**src/hw/mgp_pkg.sv**
```systemverilog
// Shared types and constants of the multifunction general-purpose port
package mgp_pkg;

	localparam int unsigned NUM_LINES = 8;

	// Default line positions of the attach functions
	localparam logic [2:0] RX_SWITCH_LINE   = 3'h0;
	localparam logic [2:0] TX_SWITCH_LINE   = 3'h1;
	localparam logic [2:0] PULLUP_LINE_DEF  = 3'h2;
	localparam logic [2:0] WAKE_LINE_DEF    = 3'h3;
	localparam logic [2:0] PWR_LINE_DEF     = 3'h4;
	localparam logic [2:0] DETACH_LINE_DEF  = 3'h5;

	// Reset values: all lines input, outputs low
	localparam logic [7:0] DIR_RESET = 8'h00;
	localparam logic [7:0] OUT_RESET = 8'h00;

	// Product variant
	typedef enum logic {
		MGP_VAR_UART,
		MGP_VAR_BUS
	} mgp_variant_e;

	// One write request from a master (firmware or host command)
	typedef struct packed {
		logic       valid;
		logic [7:0] mask;
		logic [7:0] dir;
		logic [7:0] value;
	} mgp_req_s;

	// Attach-function mapping and enables
	typedef struct packed {
		logic       pullup_en;
		logic [2:0] pullup_line;
		logic       wake_en;
		logic [2:0] wake_line;
		logic       pwr_en;
		logic [2:0] pwr_line;
		logic       detach_en;
		logic [2:0] detach_line;
	} mgp_map_s;

	// Per-line pad signals
	typedef struct packed {
		logic [7:0] out;
		logic [7:0] oe_n;
	} mgp_pad_s;

endpackage

```
**src/hw/mgp_sync.sv**
```systemverilog
// Two-stage synchroniser for the eight pin inputs
`timescale 1ns/100ps
`default_nettype none
module mgp_sync (
	// Clock and reset
	input  wire logic       mclk_i,
	input  wire logic       resetn_i,
	// Pins and synchronised levels
	input  wire logic [7:0] pin_i,
	output var  logic [7:0] level_o
);
	import mgp_pkg::*;

	logic [7:0] meta;
	logic [7:0] next_meta;
	logic [7:0] next_level;

	// First stage feeds only the second
	always_comb begin
		next_meta  = pin_i;
		next_level = meta;
	end

	// Undriven lines read low, so reset to low
	always_ff @(posedge mclk_i) begin
		if (!resetn_i) begin
			meta    <= 8'h00;
			level_o <= 8'h00;
		end else begin
			meta    <= next_meta;
			level_o <= next_level;
		end
	end
endmodule
`default_nettype wire

```
**src/hw/mgp_port.sv**
```systemverilog
// Eight-line general-purpose port with attach-function muxing
// Summary of operation
// The port has eight lines 7..0, each individually set as input or output.
// Both the embedded firmware and host vendor commands can read and drive the lines.
// Line 0 carries the receive-switch control and line 1 the transmit-switch control, kept for compatibility only.
// Line 2 is a plain line on the serial variant and may drive the data pull-up on the bus variant.
// Line 3 is plain on the serial variant and, on the bus variant, a setting picks plain use or host wake-up.
// Lines 4 and 5 are plain on the serial variant and may be power-present and detach inputs on the bus variant.
// The bus attach functions can be mapped by software to any of the eight lines.
// While reset is asserted every bidirectional pin is an input and every output is high impedance.
// Each line has a weak pull-down so an undriven line reads low.
// The outside reset source should hold reset for longer than 5 ms.
// The outside party must reset the module at every start-up with a proper reset source.
// Each line holds a direction bit and an output bit and reads back the sampled pin level.
`timescale 1ns/100ps
`default_nettype none
module mgp_port (
	// Clock and reset
	input  wire logic                 mclk_i,
	input  wire logic                 resetn_i,
	// Variant strap and attach mapping
	input  wire mgp_pkg::mgp_variant_e variant_i,
	input  wire mgp_pkg::mgp_map_s    map_i,
	// Firmware and host command ports
	input  wire mgp_pkg::mgp_req_s    fw_req_i,
	input  wire mgp_pkg::mgp_req_s    host_req_i,
	// Radio switch controls and attach functions
	input  wire logic                 rx_switch_ctrl_i,
	input  wire logic                 tx_switch_ctrl_i,
	input  wire logic                 radio_switch_en_i,
	input  wire logic                 pullup_drive_i,
	input  wire logic                 wake_drive_i,
	output logic                      bus_power_o,
	output logic                      bus_detach_request_o,
	// Read-back
	output logic [7:0]                gp_lines_o,
	output logic [7:0]                dir_o,
	output logic [7:0]                out_val_o,
	// Pads
	input  wire logic [7:0]           pad_i,
	output logic [7:0]                pad_o,
	output logic [7:0]                pad_oe_n_o,
	output logic [7:0]                pad_pulldown_o
);
	import mgp_pkg::*;

	logic [7:0]     level;
	logic [7:0]     dir;
	logic [7:0]     out_val;
	logic [7:0]     next_dir;
	logic [7:0]     next_out_val;
	mgp_pad_s       pad;
	mgp_pad_s       next_pad;
	logic           bus_ok;
	logic           next_bus_power;
	logic           next_detach;

	// Pin levels cross into the clock domain first
	mgp_sync u_sync (
		.mclk_i   (mclk_i),
		.resetn_i (resetn_i),
		.pin_i    (pad_i),
		.level_o  (level)
	);

	// Direction and output bits; host command wins a same-cycle clash
	always_comb begin
		next_dir     = dir;
		next_out_val = out_val;
		if (fw_req_i.valid) begin
			next_dir     = (next_dir & ~fw_req_i.mask) | (fw_req_i.dir & fw_req_i.mask);
			next_out_val = (next_out_val & ~fw_req_i.mask) | (fw_req_i.value & fw_req_i.mask);
		end
		if (host_req_i.valid) begin
			next_dir     = (next_dir & ~host_req_i.mask) | (host_req_i.dir & host_req_i.mask);
			next_out_val = (next_out_val & ~host_req_i.mask) | (host_req_i.value & host_req_i.mask);
		end
	end

	// All lines input with reset held
	always_ff @(posedge mclk_i) begin
		if (!resetn_i) begin
			dir     <= DIR_RESET;
			out_val <= OUT_RESET;
		end else begin
			dir     <= next_dir;
			out_val <= next_out_val;
		end
	end

	assign bus_ok = (variant_i == MGP_VAR_BUS);

	// Per-line pad mux: attach functions override plain use
	for (genvar i = 0; i < NUM_LINES; i++) begin : g_line
		always_comb begin
			next_pad.out[i]  = out_val[i];
			next_pad.oe_n[i] = ~dir[i];
			if (radio_switch_en_i && (i == int'(RX_SWITCH_LINE))) begin
				next_pad.out[i]  = rx_switch_ctrl_i;
				next_pad.oe_n[i] = 1'b0;
			end
			if (radio_switch_en_i && (i == int'(TX_SWITCH_LINE))) begin
				next_pad.out[i]  = tx_switch_ctrl_i;
				next_pad.oe_n[i] = 1'b0;
			end
			// Mapped lines may move anywhere; mapped functions act only with the bus strap
			if (bus_ok && map_i.pullup_en && (map_i.pullup_line == 3'(i))) begin
				next_pad.out[i]  = pullup_drive_i;
				next_pad.oe_n[i] = 1'b0;
			end
			if (bus_ok && map_i.wake_en && (map_i.wake_line == 3'(i))) begin
				next_pad.out[i]  = wake_drive_i;
				next_pad.oe_n[i] = 1'b0;
			end
			// Input functions force the line to input
			if (bus_ok && ((map_i.pwr_en && (map_i.pwr_line == 3'(i))) ||
				(map_i.detach_en && (map_i.detach_line == 3'(i))))) begin
				next_pad.oe_n[i] = 1'b1;
			end
		end
	end

	// Attach inputs taken from the synchronised level
	always_comb begin
		next_bus_power = bus_ok & map_i.pwr_en & level[map_i.pwr_line];
		next_detach    = bus_ok & map_i.detach_en & level[map_i.detach_line];
	end

	// Output registers; pads released during reset
	always_ff @(posedge mclk_i) begin
		if (!resetn_i) begin
			pad.out              <= 8'h00;
			pad.oe_n             <= 8'hff;
			bus_power_o          <= 1'b0;
			bus_detach_request_o <= 1'b0;
		end else begin
			pad                  <= next_pad;
			bus_power_o          <= next_bus_power;
			bus_detach_request_o <= next_detach;
		end
	end

	// Read-back of levels and settings
	always_ff @(posedge mclk_i) begin
		if (!resetn_i) begin
			gp_lines_o     <= 8'h00;
			dir_o          <= DIR_RESET;
			out_val_o      <= OUT_RESET;
			pad_pulldown_o <= 8'hff;
		end else begin
			gp_lines_o     <= level;
			dir_o          <= dir;
			out_val_o      <= out_val;
			pad_pulldown_o <= 8'hff; // weak pull-down always on
		end
	end

	assign pad_o      = pad.out;
	assign pad_oe_n_o = pad.oe_n;
endmodule
`default_nettype wire

```
**config.mk**
```make
export PLATFORM = sky130hd
export DESIGN_NAME = mgp_port
export DESIGN_NICKNAME = d
export VERILOG_FILES = /design/src/hw/mgp_pkg.sv /design/src/hw/mgp_sync.sv /design/src/hw/mgp_port.sv
export SDC_FILE = /design/constraint.sdc
export NUM_CORES = 1
export LEC_CHECK = 0
export BUFFER_PORTS_ARGS = -buffer_cell sky130_fd_sc_hd__buf_2
export CAP_MARGIN = 20
export CORE_MARGIN = 2
export CORE_UTILIZATION = 50
export DETAILED_ROUTE_END_ITERATION = 10
export PLACE_DENSITY = 0.88
export RECOVER_POWER = 50
export SLEW_MARGIN = 20
export SYNTH_ARGS = -nofsm -noshare
export SYNTH_HDL_FRONTEND = slang
export SYNTH_HIERARCHICAL = 1
export SYNTH_SLANG_ARGS = --single-unit
```
**constraint.sdc**
```tcl
create_clock -name mclk_i -period 1.85 [get_ports mclk_i]
set_clock_uncertainty 0.05 [all_clocks]
set_input_delay 0 -clock mclk_i [delete_from_list [all_inputs] [get_ports mclk_i]]
set_output_delay 0 -clock mclk_i [all_outputs]
set_load 0.02 [all_outputs]
```
==> run summary <==
Required @ worst endpoint: 2030 ps
Switch Pwr: 910 µW
Synth Register Bits: 74
setup bufs post-CTS: 0
power share of the combinational group: 0.162
total core area: 0.00592 mm²
FFs w/ async S/R, synth: 0
Post-route DRC: 0
main area contributors after synthesis: dfxtp_1, nand3_1, nand2_1
placer congestion estimate: 0.913
antenna viol nets, final: 0
DRT Pass-1 Iters: 5
Detailed Place HPWL: 5960 µm
PwrDens: 822 mW/mm²
Worst-path clk slew: 80 ps
leak pwr: 2.05 nW
CTS H-tree lvls: 3
Critical Path Start Type: register
Initial Utilization: 0.519
Avg Vias per Cell: 5.35
largest net degree at the start of global routing: 45
f_max: 577 MHz
worst-path cell chain: mux4_2 -> mux2i_1 -> nor2_1 -> dlygate4sd3_1
Sequential Power Share: 0.486
average wire per standard cell: 15.9 µm
clock sink total: 74
Resize count post-CTS: 0
Bufs and invs on worst path: 1
Final Hold Viols: 0
CTS buffer count: 9
Worst EP arrival: 1910 ps
Worst Max-Slew Pin Slew: 743 ps
Final Critical Period: 1730 ps
top cells by count, synth: dfxtp_1, nand2_1, nand3_1, and2_1, o211a_1
nets: 576
Layout Utilization: 0.732
number of port buffers: 123
share of the clock period used by the worst path after layout: 0.938
Cells after Synth: 325
Crit Path Class: register to register
max-cap check violation count: 0
Crit path largest cell delay: 550 ps
outcome: finished clean
post-synth cell types: 36
Clk Latency, worst-skew pair: 340 ps
Slew Limit Fails: 0
count leader, synth: dfxtp_1
Mean Syn Cell Area: 9.46 µm²
clock group share of total power: 0.353
met2 WL: 4620 µm
Metal-1 WL: 3530 µm
Int Pwr: 2.65 mW
Crit Path Max Fanout: 3
register area share after synthesis: 0.482
RSZ-0062 raised after global routing: false
Worst path slowest cell: dlygate4sd3_1
Setup crit end kind: register
warnings from Yosys: 6
peak supply drop: 0.458 mV
area leader, netlist: dfxtp_1
Total GRT Usage: 0.269
Mapped Area: 0.00307 mm²
I/O pins: 132
EDFF count, synth: 0
ys flop type: dfxtp_1
via count: 3072
Hold WS: 10.3 ps
CTS tree: built
post-cts hold buffer count: 49
Clock Path Buffers: 2
fillers: 442
worst hold-check path type: input port to register
DR WL met3: 688 µm
slew margin rel.: 0.505
Final setup viols: 0
Rows: 28
Sw Ratio: 0.256
Final Power: 3.56 mW
Congestion Overflow GR: 0
Post-Route WL: 9110 µm
die width: 82.4 µm
ANT cells: 0
vias in the first global route: 2889
clk root buf: clkbuf_8
share of Yosys cell area claimed by the top area cell type: 0.482
first-pass GRT wire length: 13400 µm
Top Layer Used: met4
Layout area overhead: 41.0%
fraction of layout cells with a size suffix above 1: 0.283
Initial DRC Count: 338
Fin Setup TNS: 0 ps
initial antenna violation count: 0
CP top delay family: multiplexers
Die Area: 0.00679 mm²
Die H: 82.4 µm
## cells in the final DEF (no fill, tap or decap), types with 12 or more instances in the layout
master and n:
dfxtp_1 74, clkbuf_1 21, dlygate4sd3_1 49, buf_2 105, o21ai_0 15, nand3_1 40, and2_2 12, nand2_1 48
o211a_1 16, and2_1 17
## worst paths after layout
kind	startpoint	end	slack, ps	depth (start not counted)
hold / removal	resetn_i	pad_oe_n_o[0]	10	2
hold reg to reg	u_sync/meta[1]	u_sync/level_o[1]	390	1
setup / recovery	u_sync/level_o[7]	bus_power_o	120	4
setup reg to reg	u_sync/level_o[7]	bus_power_o	120	4
## stage by stage
stage                     std cells  setup slack [ps]  cell area (µm²)
after floorplan                 332               771             3100
after global placement          509               681             3680
after detailed placement        509               581             3680
after CTS                       574               131             4370
after global routing            574              66.5             4340
final                           574               115             4340
## area by class of cell
cell class | count | area [µm²] | area share
clock buffer | 14 | 163 | 0.0375
clock inverter | 2 | 35.0 | 0.00808
inverter | 1 | 3.75 | 0.000866
multi-input combinational | 235 | 1470 | 0.339
sequential | 74 | 1480 | 0.342
tap | 75 | 93.8 | 0.0216
timing repair buffer | 173 | 1090 | 0.251
## cell families (layout without fill, tap and decap cells)
family / Yosys count / count (layout) / synth area share
multiplexers: 14 / 14 / 0.0619
other: 1 / 8 / 0.00122
AO/OA/AOI/OAI: 55 / 55 / 0.131
buffers and inverters: 23 / 190 / 0.0484
flip-flops: 74 / 74 / 0.482
AND/OR/NAND/NOR: 158 / 158 / 0.276
## registers in the layout, indices dropped and copies added (netlist names)
| register | cells |
|---|---|
| bus_detach_request_o | 1 |
| bus_power_o | 1 |
| dir | 8 |
| dir_o | 8 |
| gp_lines_o | 8 |
| out_val | 8 |
| out_val_o | 8 |
| pad_o | 8 |
| pad_oe_n_o | 8 |
| u_sync/level_o | 8 |
| u_sync/meta | 8 |
## layer usage
| layer | vias to the layer above | GRT usage |
|---|---|---|
| li1 | 1461 | - |
| met1 | 1404 | 0.317 |
| met2 | 179 | 0.465 |
| met3 | 28 | 0.0554 |
| met4 | 0 | 0.127 |
| met5 | - | 0 |
## worst register-to-register path, cell delays in order, from the launching register on
cell and delay [ps]:
dfxtp_1 320, mux4_2 470, mux2i_1 170, nor2_1 70
dlygate4sd3_1 550
## power groups by stage
stage / registers, mW / logic [mW] / clock network (mW)
after CTS: 1.73 / 0.568 / 1.26
after global placement: 1.76 / 0.465 / 0
after global routing: 1.74 / 0.624 / 1.32
final: 1.73 / 0.576 / 1.26
after detailed placement: 1.76 / 0.480 / 0
after floorplan: 1.80 / 0.244 / 0
(Power assumes the default switching activity.)
